## config.mk

```make
export PLATFORM = sky130hd
export DESIGN_NAME = ritc_top
export DESIGN_NICKNAME = d
export VERILOG_FILES = /design/src/rtl/ritc_pkg.sv /design/src/rtl/ritc_top.sv /design/src/rtl/ritc_check_byte.sv /design/src/rtl/ritc_monitor.sv
export SDC_FILE = /design/constraint.sdc
export NUM_CORES = 1
export LEC_CHECK = 0
export BUFFER_PORTS_ARGS = -buffer_cell sky130_fd_sc_hd__buf_2
export CORE_MARGIN = 2
export CORE_UTILIZATION = 25
export DETAILED_ROUTE_END_ITERATION = 8
export PLACE_DENSITY_LB_ADDON = 0.3
export SYNTH_ARGS = -nofsm -noshare
export SYNTH_HDL_FRONTEND = slang
export SYNTH_SLANG_ARGS = --single-unit
```

## constraint.sdc

```tcl
create_clock -name clk_in -period 10 [get_ports clk_in]
set_input_delay 1 -clock clk_in [delete_from_list [all_inputs] [get_ports clk_in]]
set_output_delay 1 -clock clk_in [all_outputs]
set_load 0.02 [all_outputs]
```

## src/rtl/ritc_pkg.sv

```systemverilog
// Shared constants, types and helper functions of the register integrity block
package ritc_pkg;

  ////////////////////////////////////////////////////////////////////////////////
  // Register word indices (byte address is four times the index)
  localparam logic [5:0] RITC_IDX_IFMODE     = 6'h00; // Interface mode control
  localparam logic [5:0] RITC_IDX_CHECKSUM   = 6'h01; // Integrity checksum value
  localparam logic [5:0] RITC_IDX_STATUS     = 6'h02; // Status, integrity error flag
  localparam logic [5:0] RITC_IDX_INT_STATUS = 6'h03; // Sticky event bits, read-only
  localparam logic [5:0] RITC_IDX_INT_CLEAR  = 6'h04; // Write one to clear, write-only
  localparam logic [5:0] RITC_IDX_INT_ENABLE = 6'h05; // Event enable mask
  localparam logic [5:0] RITC_IDX_USER0      = 6'h08; // First monitored user register

  ////////////////////////////////////////////////////////////////////////////////
  // Interface mode field positions and reset values
  localparam int          RITC_IF_WL16_BIT   = 0;     // Plain storage bit
  localparam int          RITC_IF_PROT_LSB   = 2;     // Protection select [3:2]
  localparam int          RITC_IF_CHKEN_BIT  = 5;     // Integrity checker enable
  localparam int          RITC_IF_STAT_BIT   = 6;     // Plain storage bit
  localparam logic [1:0]  RITC_PROT_OFF      = 2'h0;  // No transfer protection
  localparam logic [1:0]  RITC_PROT_XOR      = 2'h1;  // XOR on reads, CRC on writes
  localparam logic [1:0]  RITC_PROT_CRC      = 2'h2;  // CRC on reads and writes
  localparam logic [1:0]  RITC_PROT_RST      = 2'h0;  // Protection select reset
  localparam logic        RITC_CHKEN_RST     = 1'b0;  // Checker enable reset
  localparam logic [23:0] RITC_USER_RST      = 24'h000000;

  ////////////////////////////////////////////////////////////////////////////////
  // Status and event bit positions
  localparam int          RITC_ST_ERR_BIT    = 0;     // Integrity error in status
  localparam int          RITC_EV_INTEG      = 0;     // Event: integrity error raised
  localparam int          RITC_EV_WRCHK      = 1;     // Event: write check byte wrong
  localparam int          RITC_NUM_EV        = 2;

  ////////////////////////////////////////////////////////////////////////////////
  // Check byte defaults (polynomial x^8+x^2+x+1 by default, parameter per instance)
  localparam logic [7:0]  RITC_CRC_POLY      = 8'h07;
  localparam logic [7:0]  RITC_CRC_INIT      = 8'h00;

  // Bus answer states, one-hot
  typedef enum logic [1:0] {
    RITC_BUS_IDLE = 2'b01,
    RITC_BUS_DONE = 2'b10
  } ritc_bus_t;

  // XOR of the four bytes of a message
  function automatic logic [7:0] ritc_xor8(input logic [31:0] msg);
    return msg[31:24] ^ msg[23:16] ^ msg[15:8] ^ msg[7:0];
  endfunction : ritc_xor8

  // Merge write data into a 24-bit register under the byte enables
  function automatic logic [23:0] ritc_merge(input logic [23:0] old,
                                             input logic [31:0] wd,
                                             input logic [3:0]  be);
    logic [23:0] res;
    res = old;
    for (int b = 0; b < 3; b++) begin
      if (be[b]) begin
        res[b*8 +: 8] = wd[b*8 +: 8];
      end
    end
    return res;
  endfunction : ritc_merge

endpackage : ritc_pkg

```

## src/rtl/ritc_top.sv

```systemverilog
// Register integrity checker and transfer protection behind an Avalon-MM slave
// Function
// - Reset-zero enable switches on register checker
// - Monitored register change sets integrity error flag
// - Writing enable zero clears integrity error
// - Mode, checksum and status registers unmonitored
// - Write to monitored register while enabled errors
// - Protection select 00 disables all transfer checking
// - Select 01: XOR on reads, CRC writes
// - Select 10: CRC on reads and writes
// - Protection adds one check byte per transfer
// - Reserved bits four and one read zero
// - XOR of user registers gives 24-bit checksum
// - Checksum reads zero while checker disabled
//
// Decided for this implementation: register access over Avalon-MM and the register offsets.
module ritc_top
  import ritc_pkg::*;
#(
  parameter int         NUM_USER = 4,             // Monitored user registers
  parameter logic [7:0] POLY     = RITC_CRC_POLY  // CRC polynomial
) (
  input  wire logic        clk_in,                // System clock, 100 MHz
  input  wire logic        sys_rst_in,            // Asynchronous reset, active high
  input  wire logic [7:0]  avs_address_in,        // Byte address
  input  wire logic        avs_read_in,           // Read request
  input  wire logic        avs_write_in,          // Write request
  input  wire logic [31:0] avs_writedata_in,      // Write data, check byte in [31:24]
  input  wire logic [3:0]  avs_byteenable_in,     // Byte lanes
  output logic      [31:0] avs_readdata_out,      // Read data, check byte in [31:24]
  output logic             avs_waitrequest_out,   // Stall
  output logic             irq_out                // Level interrupt
);

  ////////////////////////////////////////////////////////////////////////////////
  // Elaboration check: user registers must fit the index window
  if (NUM_USER < 1 || NUM_USER > 8) begin : g_bad_num
    $error("NUM_USER must be 1 to 8");
  end

  ////////////////////////////////////////////////////////////////////////////////
  // State
  typedef struct packed {
    ritc_bus_t                    bus;            // Bus answer state
    logic [31:0]                  rdata;          // Registered read word
    logic [NUM_USER-1:0][23:0]    user;           // Monitored user registers
    logic                         wl16;           // Mode bit 0, storage only
    logic [1:0]                   prot;           // Transfer protection select
    logic                         chk_en;         // Integrity checker enable
    logic                         stat_app;       // Mode bit 6, storage only
    logic                         err;            // Integrity error flag
    logic [RITC_NUM_EV-1:0]       int_st;         // Sticky events
    logic [RITC_NUM_EV-1:0]       int_en;         // Event enables
  } ritc_top_state_t;

  ritc_top_state_t st;                            // Current state
  ritc_top_state_t next_st;                       // Next state

  logic [5:0]  idx;                               // Word index of request
  logic        wr_done;                           // Write completes at this edge
  logic        rd_take;                           // Read word captured at this edge
  logic        user_sel;                          // Index hits a user register
  logic [2:0]  user_num;                          // Which user register
  logic [23:0] fold;                              // XOR of all user registers
  logic [23:0] chk_view;                          // Checksum as software sees it
  logic [23:0] mode_view;                         // Mode register as software sees it
  logic [23:0] rd_word;                           // Selected read value
  logic [7:0]  rd_xor;                            // Read check bytes
  logic [7:0]  rd_crc;
  logic [7:0]  wr_xor;                            // Write check bytes
  logic [7:0]  wr_crc;
  logic        wr_bad;                            // Write check byte mismatch
  logic        wr_ok;                             // Write accepted into registers
  logic        mon_change;                        // Monitor saw a change
  logic        ev_integ;                          // Integrity error being raised

  ////////////////////////////////////////////////////////////////////////////////
  // Decode and views
  always_comb begin
    idx      = avs_address_in[7:2];
    user_sel = (idx >= RITC_IDX_USER0) && (idx < RITC_IDX_USER0 + 6'(NUM_USER));
    user_num = 3'(idx - RITC_IDX_USER0);
    // Reads capture while the stall is up, so the word already stands when it drops;
    // writes wait for the answer cycle so they take effect at the completing edge
    wr_done  = (st.bus == RITC_BUS_DONE) && avs_write_in;
    rd_take  = (st.bus == RITC_BUS_IDLE) && avs_read_in;
    // Only user registers feed the fold, so mode and status stay outside it
    fold = '0;
    for (int i = 0; i < NUM_USER; i++) begin
      fold = fold ^ st.user[i];
    end
    chk_view = st.chk_en ? fold : 24'h000000;
    // Reserved bits 4 and 1 are never stored, so they always read zero
    mode_view = '0;
    mode_view[RITC_IF_WL16_BIT]                      = st.wl16;
    mode_view[RITC_IF_PROT_LSB +: 2]                 = st.prot;
    mode_view[RITC_IF_CHKEN_BIT]                     = st.chk_en;
    mode_view[RITC_IF_STAT_BIT]                      = st.stat_app;
  end

  ////////////////////////////////////////////////////////////////////////////////
  // Read word selection; unmapped and write-only indices read zero
  always_comb begin
    rd_word = 24'h000000;
    case (idx)
      RITC_IDX_IFMODE:     rd_word = mode_view;
      RITC_IDX_CHECKSUM:   rd_word = chk_view;
      RITC_IDX_STATUS:     rd_word = {23'h000000, st.err};
      RITC_IDX_INT_STATUS: rd_word = {22'h000000, st.int_st};
      RITC_IDX_INT_ENABLE: rd_word = {22'h000000, st.int_en};
      default: begin
        if (user_sel) begin
          rd_word = st.user[user_num];
        end
      end
    endcase
  end

  ////////////////////////////////////////////////////////////////////////////////
  // Check bytes: message is the index byte followed by the 24 data bits
  ritc_check_byte #(
    .POLY    (POLY),
    .INIT    (RITC_CRC_INIT)
  ) u_rd_check (
    .msg_in  ({2'b00, idx, rd_word}),
    .xor_out (rd_xor),
    .crc_out (rd_crc)
  );

  ritc_check_byte #(
    .POLY    (POLY),
    .INIT    (RITC_CRC_INIT)
  ) u_wr_check (
    .msg_in  ({2'b00, idx, avs_writedata_in[23:0]}),
    .xor_out (wr_xor),
    .crc_out (wr_crc)
  );

  // Writes are CRC checked under any non-zero select, including the XOR mode
  always_comb begin
    wr_bad = (st.prot != RITC_PROT_OFF) &&
             (avs_writedata_in[31:24] != wr_crc);
    wr_ok  = wr_done && !wr_bad;
  end

  ////////////////////////////////////////////////////////////////////////////////
  // Integrity monitor
  ritc_monitor u_monitor (
    .clk_in     (clk_in),
    .sys_rst_in (sys_rst_in),
    .enable_in  (st.chk_en),
    .fold_in    (fold),
    .wr_hit_in  (wr_ok && user_sel),
    .change_out (mon_change)
  );

  // Event only on the error's rise; a standing error must not re-raise the sticky bit
  // after software has cleared it, or the interrupt could never be acknowledged
  assign ev_integ = mon_change && !st.err;

  ////////////////////////////////////////////////////////////////////////////////
  // Next state: bus answer, register writes, flags
  always_comb begin
    next_st = st;
    // Answer one cycle after the request; a request is never taken twice
    case (st.bus)
      RITC_BUS_IDLE: begin
        if (avs_read_in || avs_write_in) begin
          next_st.bus = RITC_BUS_DONE;
        end
      end
      RITC_BUS_DONE: begin
        next_st.bus = RITC_BUS_IDLE;
      end
      default: begin
        next_st.bus = RITC_BUS_IDLE;
      end
    endcase
    // Read word plus check byte; the byte lane is zero when unprotected
    if (rd_take) begin
      case (st.prot)
        RITC_PROT_OFF: next_st.rdata = {8'h00, rd_word};
        RITC_PROT_XOR: next_st.rdata = {rd_xor, rd_word};
        default:       next_st.rdata = {rd_crc, rd_word};
      endcase
    end
    // Register writes take effect at the completing edge only
    if (wr_ok) begin
      case (idx)
        RITC_IDX_IFMODE: begin
          if (avs_byteenable_in[0]) begin
            next_st.wl16     = avs_writedata_in[RITC_IF_WL16_BIT];
            next_st.prot     = avs_writedata_in[RITC_IF_PROT_LSB +: 2];
            next_st.chk_en   = avs_writedata_in[RITC_IF_CHKEN_BIT];
            next_st.stat_app = avs_writedata_in[RITC_IF_STAT_BIT];
          end
        end
        RITC_IDX_INT_ENABLE: begin
          if (avs_byteenable_in[0]) begin
            next_st.int_en = avs_writedata_in[RITC_NUM_EV-1:0];
          end
        end
        RITC_IDX_INT_CLEAR: begin
          if (avs_byteenable_in[0]) begin
            next_st.int_st = st.int_st & ~avs_writedata_in[RITC_NUM_EV-1:0];
          end
        end
        default: begin
          if (user_sel) begin
            next_st.user[user_num] = ritc_merge(st.user[user_num], avs_writedata_in,
                                                avs_byteenable_in);
          end
        end
      endcase
    end
    // Disabling the checker drops a pending integrity error
    if (!next_st.chk_en) begin
      next_st.err = 1'b0;
    end
    // Setting wins over any clear in the same cycle
    if (mon_change) begin
      next_st.err = 1'b1;
    end
    if (ev_integ) begin
      next_st.int_st[RITC_EV_INTEG] = 1'b1;
    end
    if (wr_done && wr_bad) begin
      next_st.int_st[RITC_EV_WRCHK] = 1'b1;
    end
  end

  ////////////////////////////////////////////////////////////////////////////////
  // State register
  always_ff @(posedge clk_in or posedge sys_rst_in) begin
    if (sys_rst_in) begin
      st          <= '0;
      st.bus      <= RITC_BUS_IDLE;
      st.prot     <= RITC_PROT_RST;
      st.chk_en   <= RITC_CHKEN_RST;
      st.user     <= {NUM_USER{RITC_USER_RST}};
    end else begin
      st <= next_st;
    end
  end

  ////////////////////////////////////////////////////////////////////////////////
  // Outputs
  always_comb begin
    // Stall is combinational so it covers the request's first cycle with no delay
    avs_waitrequest_out = (avs_read_in || avs_write_in) && (st.bus == RITC_BUS_IDLE);
    avs_readdata_out    = st.rdata;
    irq_out             = |(st.int_st & st.int_en);
  end

  ////////////////////////////////////////////////////////////////////////////////
  // Assertions
  property p_chk_en_reset;
    @(posedge clk_in) sys_rst_in |=> !st.chk_en && st.prot == RITC_PROT_RST;
  endproperty
  a_chk_en_reset: assert property (p_chk_en_reset)
    else $error("Enable or select not zero after reset");

  property p_change_flags;
    @(posedge clk_in) disable iff (sys_rst_in) mon_change |=> st.err;
  endproperty
  a_change_flags: assert property (p_change_flags)
    else $error("Change did not set integrity error");

  property p_clear_on_disable;
    @(posedge clk_in) disable iff (sys_rst_in)
      (wr_ok && idx == RITC_IDX_IFMODE && avs_byteenable_in[0] &&
       !avs_writedata_in[RITC_IF_CHKEN_BIT]) |=> !st.err && !st.chk_en;
  endproperty
  a_clear_on_disable: assert property (p_clear_on_disable)
    else $error("Integrity error survived disable");

  property p_mode_not_monitored;
    @(posedge clk_in) disable iff (sys_rst_in)
      (wr_ok && idx == RITC_IDX_IFMODE && !st.err && !mon_change &&
       avs_writedata_in[RITC_IF_CHKEN_BIT]) |=> !st.err;
  endproperty
  a_mode_not_monitored: assert property (p_mode_not_monitored)
    else $error("Mode register write raised integrity error");

  property p_user_write_err;
    @(posedge clk_in) disable iff (sys_rst_in)
      (wr_ok && user_sel && st.chk_en && $past(st.chk_en)) |=> st.err;
  endproperty
  a_user_write_err: assert property (p_user_write_err)
    else $error("Monitored write while enabled not flagged");

  property p_unprot_read;
    @(posedge clk_in) disable iff (sys_rst_in)
      (rd_take && st.prot == RITC_PROT_OFF) |=> avs_readdata_out[31:24] == 8'h00;
  endproperty
  a_unprot_read: assert property (p_unprot_read)
    else $error("Check byte present with protection off");

  property p_xor_read;
    @(posedge clk_in) disable iff (sys_rst_in)
      (rd_take && st.prot == RITC_PROT_XOR) |=>
        avs_readdata_out[31:24] == ritc_xor8({2'b00, $past(idx), avs_readdata_out[23:0]});
  endproperty
  a_xor_read: assert property (p_xor_read)
    else $error("Read XOR checksum byte wrong");

  property p_bad_write_blocked;
    @(posedge clk_in) disable iff (sys_rst_in)
      (wr_done && wr_bad && user_sel) |=>
        st.int_st[RITC_EV_WRCHK] && st.user == $past(st.user);
  endproperty
  a_bad_write_blocked: assert property (p_bad_write_blocked)
    else $error("Write with bad CRC was not refused");

  property p_reserved_zero;
    @(posedge clk_in) disable iff (sys_rst_in) !mode_view[4] && !mode_view[1];
  endproperty
  a_reserved_zero: assert property (p_reserved_zero)
    else $error("Reserved mode bit reads non-zero");

  property p_chk_zero;
    @(posedge clk_in) disable iff (sys_rst_in)
      !st.chk_en |-> chk_view == 24'h000000 ##1 (st.chk_en || chk_view == 24'h000000);
  endproperty
  a_chk_zero: assert property (p_chk_zero)
    else $error("Checksum non-zero while disabled");

  property p_answer_next;
    @(posedge clk_in) disable iff (sys_rst_in)
      avs_waitrequest_out |=> !avs_waitrequest_out;
  endproperty
  a_answer_next: assert property (p_answer_next)
    else $error("Bus answer later than one cycle");

  c_integ_err: cover property (@(posedge clk_in) disable iff (sys_rst_in) ev_integ);
  c_crc_read:  cover property (@(posedge clk_in) disable iff (sys_rst_in)
                               rd_take && st.prot == RITC_PROT_CRC);
  c_bad_write: cover property (@(posedge clk_in) disable iff (sys_rst_in) wr_done && wr_bad);
  c_irq:       cover property (@(posedge clk_in) disable iff (sys_rst_in) irq_out);

endmodule : ritc_top

```

## src/rtl/ritc_check_byte.sv

```systemverilog
// Check byte generator: XOR checksum and parameterised CRC-8 over a 32-bit message
module ritc_check_byte
  import ritc_pkg::*;
#(
  parameter logic [7:0] POLY = RITC_CRC_POLY, // CRC generator polynomial
  parameter logic [7:0] INIT = RITC_CRC_INIT  // CRC start value
) (
  input  wire logic [31:0] msg_in,            // Index byte and 24 data bits
  output logic      [7:0]  xor_out,           // XOR checksum byte
  output logic      [7:0]  crc_out            // CRC byte
);

  ////////////////////////////////////////////////////////////////////////////////
  // Bitwise CRC, MSB first; polynomial kept a parameter since it may vary per part
  function automatic logic [7:0] crc8(input logic [31:0] msg);
    logic [7:0] c;
    c = INIT;
    for (int i = 31; i >= 0; i--) begin
      if (c[7] ^ msg[i]) begin
        c = {c[6:0], 1'b0} ^ POLY;
      end else begin
        c = {c[6:0], 1'b0};
      end
    end
    return c;
  endfunction : crc8

  // Both bytes are pure logic; the caller registers the read byte it uses and compares the write CRC unregistered
  always_comb begin
    xor_out = ritc_xor8(msg_in);
    crc_out = crc8(msg_in);
  end

endmodule : ritc_check_byte

```

## src/rtl/ritc_monitor.sv

```systemverilog
// Integrity monitor: snapshot of the user checksum and change detector
module ritc_monitor (
  input  wire logic        clk_in,      // System clock
  input  wire logic        sys_rst_in,  // Asynchronous reset, active high
  input  wire logic        enable_in,   // Integrity checker enable
  input  wire logic [23:0] fold_in,     // Live checksum of monitored registers
  input  wire logic        wr_hit_in,   // Completed write to a monitored register
  output logic             change_out   // Change seen while armed
);

  ////////////////////////////////////////////////////////////////////////////////
  // State
  typedef struct packed {
    logic        armed;                 // Snapshot valid
    logic [23:0] snap;                  // Checksum taken when enabled
  } ritc_mon_state_t;

  ritc_mon_state_t st;                  // Current state
  ritc_mon_state_t next_st;             // Next state

  // Arm one cycle after enable rises; host has finished configuring by then
  always_comb begin
    next_st       = st;
    next_st.armed = enable_in;
    if (enable_in && !st.armed) begin
      next_st.snap = fold_in;
    end
    // Any write counts, even one that rewrites the same value
    change_out = st.armed && enable_in &&
                 ((fold_in != st.snap) || wr_hit_in);
  end

  // Register the state
  always_ff @(posedge clk_in or posedge sys_rst_in) begin
    if (sys_rst_in) begin
      st <= '0;
    end else begin
      st <= next_st;
    end
  end

endmodule : ritc_monitor

```

Word-level counts from Yosys, hierarchy flattened
Cells that the tools add are included.
- $add $sub $neg: 1
- multipliers: 0
- div/mod/pow operators: 0
- order comparisons: 4
- eq/ne operators: 12
- shifts and indexed selects: 0
- multiplexer cells: 89
- bitwise operators: 115
- reductions and logical operators: 34
- operators by type and width (operator ; count):
    3-bit two-way mux ; 54
    3-bit NOT ; 52
    24-bit one-hot mux with 5 select lines ; 1
    96-bit bitwise mux ; 1
    24-bit two-way mux ; 4
    8-bit two-way mux ; 12
    24-bit XOR ; 3
    32-bit one-hot mux with 2 select lines ; 1
    24-bit binary-select mux with 2-bit select ; 1
    24-bit demux with 2-bit select ; 1
    1-bit XOR ; 48
    24-bit != test ; 1
    2-bit two-way mux ; 9
    8-bit XOR ; 2
    3-bit AND reduction ; 5
    2-bit nonzero test ; 7
    1-bit logical AND ; 13
    6-bit by 2-bit == test with 1-bit output, second input constant ; 2
    6-bit by 3-bit == test with 1-bit output, second input constant ; 2
    8-bit != test ; 1
    6-bit by 8-bit XOR with 8-bit output ; 1
    6-bit by 1-bit == test with 1-bit output, second input constant ; 1
    6-bit by 4-bit >= comparator with 1-bit output, second input constant ; 1
    6-bit zero test ; 1
    19 further kinds ; 31
- register bits: 165
- latch bits: 0
- bits in writable memories: 0
- ROM bits: 0
- input port bits: 48
- output and inout port bits: 34
- word-level logic and storage cells: 271
- memories: 0

Longest topological paths before layout
Gate-level depths: netlist of the first run.
- word-level depth: 69
- depth in mapped cells: 19
- depth with buffers taken out: 12

Modules after synthesis
Synthesis of the first run repeated with hierarchy kept, for this count alone.
- cell total of the unflattened synthesis: 846
- area total of the unflattened synthesis: 10991.8 µm²
- modules (own cells, without submodules) (module ; times used ; cells each ; area an instance (µm²) ; sequential area each (µm²)):
    ritc_top ; 1 ; 579 ; 7604.8 ; 3504.6
    ritc_check_byte ; 2 ; 89 ; 1038.5 ; 0.0
    ritc_monitor ; 1 ; 89 ; 1310.0 ; 625.6

Worst setup path after synthesis of the first run
No wires, ideal clock.
- path kind: in2reg
- from: input port avs_address_in[2]
- to: register st[100] (netlist name)
- library setup time: 125 ps
- data arrival time: 4918 ps
- required time: 9875 ps
- slack: 4957 ps
- stages: 17
- path buffers: 5
- cells stage by stage: buf_4 buf_2 clkbuf_1 inv_1 ha_1 xor2_1 xnor2_1 xnor2_1 xnor3_1 xnor2_1 or3_1 a22oi_2 a31o_1 buf_6 nand3_4 buf_6 mux2_4
- word-level cells in the longest chain between the ends: 25
- elaborated cells on any way between the ends: 81
- classes of those cells: add/sub: 1; order compare: 4; eq/ne: 3; mux: 30; bitwise: 35; reduce/logical: 8
- ends and longest elaborated chain (item ; line ; text):
    start, declared ; ritc_top.sv:25 ; input wire logic [7:0] avs_address_in,
    1-bit XOR ; ritc_check_byte.sv:19 ; if (c[7] ^ msg[i]) begin
    3-bit two-way mux ; ritc_check_byte.sv:19 ;
    1-bit XOR / 3-bit NOT (equally long branches) ; n/a ;
    3-bit two-way mux ; ritc_check_byte.sv:19 ;
    3-bit NOT (no source line) / 1-bit XOR (equally long branches) ; n/a ;
    3-bit two-way mux ; ritc_check_byte.sv:19 ;
    3-bit NOT (no source line) / 1-bit XOR (equally long branches) ; n/a ;
    3-bit two-way mux ; ritc_check_byte.sv:19 ;
    (+9 left out) ; n/a ;
    3-bit two-way mux ; ritc_check_byte.sv:19 ;
    3-bit NOT (no source line) / 1-bit XOR (equally long branches) ; n/a ;
    3-bit two-way mux ; ritc_check_byte.sv:19 ;
    8-bit != test ; ritc_top.sv:142 ; (avs_writedata_in[31:24] != wr_crc);
    1-bit logical AND ; ritc_top.sv:141 ; wr_bad = (st.prot != RITC_PROT_OFF) &&
    1-bit zero test ; ritc_top.sv:143 ; wr_ok = wr_done && !wr_bad;
    1-bit logical AND ; ritc_top.sv:143 ;
    3-bit AND reduction (no source line) ; n/a ;
    end signal, assigned ; ritc_top.sv:242 ; st <= next_st;
    end, declared ; ritc_top.sv:56 ; ritc_top_state_t st;
Parallel ways exist; a longest one is shown, timed or not. The select of a mux whose other input is x is not followed.
A chain may end at the register's enable or synchronous reset.

Worst setup path after layout of the first run
- from: input port avs_address_in[2]
- to: register st[98] (netlist name)
The elaborated chain is that of the path after synthesis.

==> results of run 1 <==
==> cell families (layout without fill, tap and decap cells) <==
group	Yosys count	after routing	synth area share (%)
xor gates and xnor gates	230	230	22.0
muxes	165	165	22.2
DFF	165	165	37.8
and+or+nand+nor	127	127	5.85
AOI/OAI and AO/OA	102	102	6.19
buffers and inverters	81	129	4.76
adders and majority gates	10	10	1.15
other	0	2	0
==> critical path: stages <==
cell	delay, ps
buf_2	80
buf_4	510
inv_1	140
ha_1	400
xor2_1	180
xnor2_1	350
xnor2_1	240
xnor3_1	440
xnor2_1	160
or3_1	380
a22oi_2	190
a31o_1	540
nand3_4	660
mux2_4	520
==> sequential cells by signal (all words and copies together), names as in the netlist <==
| signal | count |
|---|---|
| st | 103 |
| avs_readdata_out | 32 |
| u_monitor.st | 25 |
| mode_view | 5 |
==> area by class of cell <==
class / instances / area (um2)
inverter: 10 / 42.5
timing repair buffer: 88 / 465
antenna: 2 / 5.00
clock inverter: 13 / 149
sequential: 165 / 4130
tap: 585 / 732
clock buffer: 18 / 439
fill: 4473 / 30800
multi-input combinational: 634 / 6270
==> stage by stage <==
stage                     util (%)  std cells
final                         28.4       1515
after global routing          28.4       1513
after CTS                     28.4       1513
after detailed placement      27.0       1482
after global placement        27.0       1482
after floorplan                  -        880
==> worst paths after layout <==
path,slack [ps],endpoint,cells past startpoint,startpoint
max reg2reg,6120,avs_readdata_out[28],10,mode_view[5]
min,470,avs_readdata_out[1],2,avs_readdata_out[1]
max,4450,st[98],14,avs_address_in[2]
min in group asynchronous,720,st[65],2,sys_rst_in
max in group asynchronous,7760,st[100],3,sys_rst_in
min reg2reg,470,avs_readdata_out[1],2,avs_readdata_out[1]
==> cells in the final DEF, fill, tap and decap left out, drive strengths merged, types with 8 or more instances in the layout <==
master | synthesis | final
mux4 | 24 | 24
nand3 | 8 | 8
nand2 | 60 | 60
inv | 10 | 14
xnor2 | 156 | 156
dfrtp | 164 | 164
mux2 | 140 | 140
ha | 10 | 10
buf | 55 | 88
o21ai | 47 | 47
xor2 | 52 | 52
nand4 | 8 | 8
a21oi | 14 | 14
clkbuf | 16 | 18
nor2 | 21 | 21
xnor3 | 20 | 20
==> power by group through the flow <==
stage	Clock (W)	Combinational, W	Sequential, W
finish	0.000675	0.000544	0.000691
detailed placement	0	0.000544	0.000703
global route	0.000719	0.000595	0.000692
CTS	0.000692	0.000549	0.000690
global placement	0	0.000547	0.000703
floorplan	0	0.000442	0.000700
==> layer usage <==
metal  GRT usage, %  vias to the layer above  part of all wire [%]
met5              0                        -                 0.087
met4           4.32                        4                   2.0
met3           2.35                       40                   4.2
met2           21.4                      148                    45
met1           19.2                     3395                    48
li1               -                     3122                     -
==> summary.md, run 1 <==
| Metric | Value |
|---|---|
| Routed wire length per instance | 19.8 um |
| Place WS | 3960 ps |
| Final net count | 974 |
| Clock tree buffer depth | 2 |
| Status | complete, no violations |
| Pleak | 5.61 nW |
| GR Util All Layers | 13.7% |
| Worst vdd ir | 0.000119 V |
| Cell with the most instances after synthesis | dfrtp_1 |
| Internal power | 0.00132 W |
| Drt total wl | 30,000 um |
| First-pass GRT wire length | 45,300 um |
| Count of final hold-check violations | 0 |
| Boundary Pins | 82 |
| TNS Setup | 0 ps |
| Area delta synth->final | 12.1% |
| Leading area contributor after synthesis | dfrtp_1 |
| Largest net degree at the start of global routing | 95 |
| Crit path kind | input port to flop |
| Commonest cells in the netlist | dfrtp_1, xnor2_1, mux2_4, mux2_2, nand2_1 |
| HPWL after detailed placement | 21,700 um |
| Unrepaired setup endpoints after global routing | no |
| Clock root buffer | clkbuf_16 |
| Post-synthesis sequential area ratio | 37.8% |
| Post-synth EDFFs | 0 |
| Total gr overflow | 0 |
| Placed inst area | 11,600 um2 |
| Final setup margin | 4450 ps |
| Syn. warnings | 0 |
| Die Y | 213 um |
| Combinational power share | 28.5% |
| Library cells used by synthesis | 59 |
| Post-CTS Hold Buffers | 0 |
| Startpoint types | input port |
| FF+latch count, synth | 165 |
| Worst-margin pin slew | 1120 ps |
| Routed Antenna Nets | 0 |
| Final period utilization | 55.5% |
| Worst path arrival time | 5870 ps |
| Postcts setup bufs | 0 |
| CP Max Fanout | 31 |
| Async SR Flop Fraction | 100% |
| Clock power share | 35.4% |
| Mean Syn Cell Area | 12.4 um2 |
| Mapped Cells | 880 |
| Share of post-route cells with drive strength above 1 | 32.9% |
| Worst-path clk slew | 80 ps |
| CTS buffer count | 17 |
| Fin area | 12,200 um2 |
| Max cap viols | 0 |
| F_max | 180 MHz |
| Post-route DRC | 0 |
| DIE AREA | 45,300 um2 |
| Fin crit period | 5550 ps |
| Vias in the first global route | 6,891 |
| Synth Cell Area | 10,900 um2 |
| Fin. max-slew vios | 0 |
| CTS sink cnt | 165 |
| Hold Crit Class | flop to flop |
| TritonRoute pass-1 iters | 5 |
| Synth area leaders | dfrtp_1, xnor2_1, mux2_4 |
| Total number of vias | 6,709 |
| Post-cts repair resize count | 0 |
| Die W | 213 um |
| IO Port Bufs | 78 |
| Worst Hold Slack | 475 ps |
| Setup violators final | 0 |
| Sw frac | 31.1% |
| Routability cong. | 0.784 |
| Worst-Skew Late Latency | 440 ps |
| Initial antenna violation count | 4 |
| Sequential Power Share | 36.2% |
| Vias per cell | 4.43 |
| Pwr Total | 0.00191 W |
| Core area | 43,100 um2 |
| TritonCTS clock tree | yes |
| Yosys top cell area share | 37.6% |
| Setup crit end kind | flop |
| Worst EP required | 10,320 ps |
| Worst slew margin | 24.8% |
| Pwr Density | 156 nW/um2 |
| Initial Util | 25.3% |
| Starting DRC count in detailed routing | 445 |
| Psw | 0.000594 W |
| Synth Flop Type | dfrtp_1 |
| Std cell rows | 76 |
| Depth of the CTS H-tree | 4 |
| Post-Synthesis Net Count | 938 |
| Skew final | 15.8 ps |
Note: power is estimated with default switching activity, not from simulation.
==> run 2: changes to the inputs <==
Clock period 10 ns to 4.89 ns, I/O delays scaled along.
==> run 2 against run 1 <==
Hold slack worse by 310 ps. Design area up 1.8%. Routed wire length up 2.5%. Clock-buffer cell count unchanged. Sequential share of layout area down 0.59 points. Largest cell class unchanged.
==> summary.md, run 2 (synthesized netlist as in run 1, its figures left out) <==
| Metric | Value |
|---|---|
| Status | complete, no violations |
| Total number of vias | 6,855 |
| Initial Util | 25.3% |
| Worst-path clk slew | 80 ps |
| Psw | 0.00127 W |
| Boundary Pins | 82 |
| Clock tree buffer depth | 2 |
| Count of final hold-check violations | 0 |
| Fillers | 4,464 |
| Vias in the first global route | 7,102 |
| Depth of the CTS H-tree | 4 |
| First-pass GRT wire length | 46,200 um |
| CP Max Fanout | 14 |
| Die W | 213 um |
| CTS sink cnt | 165 |
| Fin. max-slew vios | 0 |
| Diode count | 0 |
| Sw frac | 32.2% |
| Clock power share | 35.2% |
| Die Y | 213 um |
| Placed Cells incl. Taps | 1,510 |
| Commonest non-fill, non-tap cell in the layout | dfrtp_1 |
| Final period utilization | 86.8% |
| Pwr Density | 316 nW/um2 |
| TritonCTS clock tree | yes |
| Setup slack, reg-to-reg | 1130 ps |
| Largest reg by FF count | st |
| Setup crit end kind | flop |
| Register-to-Register Path Depth | 10 |
| R2r startpoint | st[81] |
| CTS buffer count | 17 |
| DIE AREA | 45,300 um2 |
| Final net count | 1,002 |
| Initial antenna violation count | 1 |
| Final std cells w/o fill | 1,542 |
| Vias per cell | 4.45 |
| Area delta synth->final | 14.1% |
| Total gr overflow | 0 |
| RR Endpoint | avs_readdata_out[28] |
| Final core utilization | 28.9% |
| Internal power | 0.00267 W |
| Max reg flops | 103 |
| Startpoint types | input port |
| Worst-Skew Late Latency | 460 ps |
| Fin crit period | 4240 ps |
| Sequential Power Share | 35.9% |
| TNS Setup | 0 ps |
| IO Port Bufs | 78 |
| F_max | 236 MHz |
| Worst path arrival time | 4570 ps |
| Max cap viols | 0 |
| Pleak | 5.75 nW |
| Drt total wl | 30,800 um |
| Post-route DRC | 0 |
| Std cell rows | 76 |
| Routability cong. | 0.833 |
| Starting DRC count in detailed routing | 544 |
| Unrepaired setup endpoints after global routing | no |
| Routed Antenna Nets | 0 |
| GR Util All Layers | 14.0% |
| Post-CTS Hold Buffers | 0 |
| Worst vdd ir | 0.000250 V |
| Crit path kind | input port to flop |
| Postcts setup bufs | 0 |
| Combinational power share | 28.9% |
| Commonest cells after routing, fill and taps aside | dfrtp_1, xnor2_1, mux2_4, buf_2 |
| Worst EP required | 5210 ps |
| Skew final | 22.1 ps |
| Routed wire length per instance | 20.0 um |
| Worst slew margin | 20.3% |
| Hold Crit Class | input port to async pin |
| Share of post-route cells with drive strength above 1 | 34.9% |
| Largest net degree at the start of global routing | 166 |
| Worst-margin pin slew | 1200 ps |
| Core area | 43,100 um2 |
| Post-cts repair resize count | 0 |
| Clock root buffer | clkbuf_16 |
| HPWL after detailed placement | 23,100 um |
| TritonRoute pass-1 iters | 5 |
| Setup violators final | 0 |
run 2: cell types whose count changed in the layout (fill, tap and decap cells not counted), moves of 2 or more:
cell      change
clkinv_4      -3
inv_8         +3
buf_4        +27
inv_6         +4
diode_2       -2
run 2: power groups by stage:
| stage | clock network [W] | logic [W] | registers, W |
|---|---|---|---|
| 2_1_floorplan | 0 | 0.000904 | 0.00143 |
| 3_3_place_gp | 0 | 0.00113 | 0.00144 |
| 3_5_place_dp | 0 | 0.00113 | 0.00144 |
| 4_1_cts | 0.00143 | 0.00114 | 0.00141 |
| 5_1_grt | 0.00149 | 0.00122 | 0.00142 |
| 6_report | 0.00139 | 0.00114 | 0.00141 |
run 2: per-layer routing:
layer	global-route usage (%)	vias to the layer above	share of wire, %
met3	2.41	13	4.7
met4	3.04	2	0.65
met5	0	-	0.042
met2	22.8	172	48
li1	-	3178	-
met1	19.3	3490	47
run 2: layout make-up:
type | count | area [um2] | share of cell area [%]
multi-input cells | 634 | 6270 | 50.4
repair buffers | 116 | 688 | 5.53
clock buffers | 18 | 439 | 3.53
well taps | 585 | 732 | 5.88
flip-flops and latches | 165 | 4130 | 33.2
clock inverters | 14 | 150 | 1.21
inverters | 10 | 41.3 | 0.332
run 2: how the worst max path moves through the flow:
| stage | slack [ps] | startpoint | cells after the start | endpoint |
|---|---|---|---|---|
| finish | 650 | avs_address_in[7] | 14 | st[83] |
| global route | 530 | avs_address_in[7] | 14 | st[52] |
| CTS | 670 | avs_address_in[7] | 14 | st[83] |
| detailed placement | 230 | avs_address_in[7] | 14 | st[83] |
| global placement | 260 | avs_address_in[7] | 14 | st[88] |
| floorplan | 360 | avs_address_in[2] | 17 | st[100] |
run 2: through the flow:
step	total power, W	hold WS (ps)	instance area (um2)	setup WS (ps)
after floorplan	0.00234	451	10900	358
after global placement	0.00257	456	11900	261
after detailed placement	0.00257	466	11900	229
after CTS	0.00398	284	12500	669
after global routing	0.00413	327	12500	531
final	0.00393	164	12500	647
run 2: worst max-delay path: stages:
cell,delay [ps]
buf_2,180
inv_1,110
ha_1,360
xnor2_1,320
xnor3_2,460
xnor2_2,180
xnor3_1,480
xnor2_1,160
or3_1,390
a22oi_2,170
a31o_1,500
nand3_4,120
buf_4,290
mux2_4,340
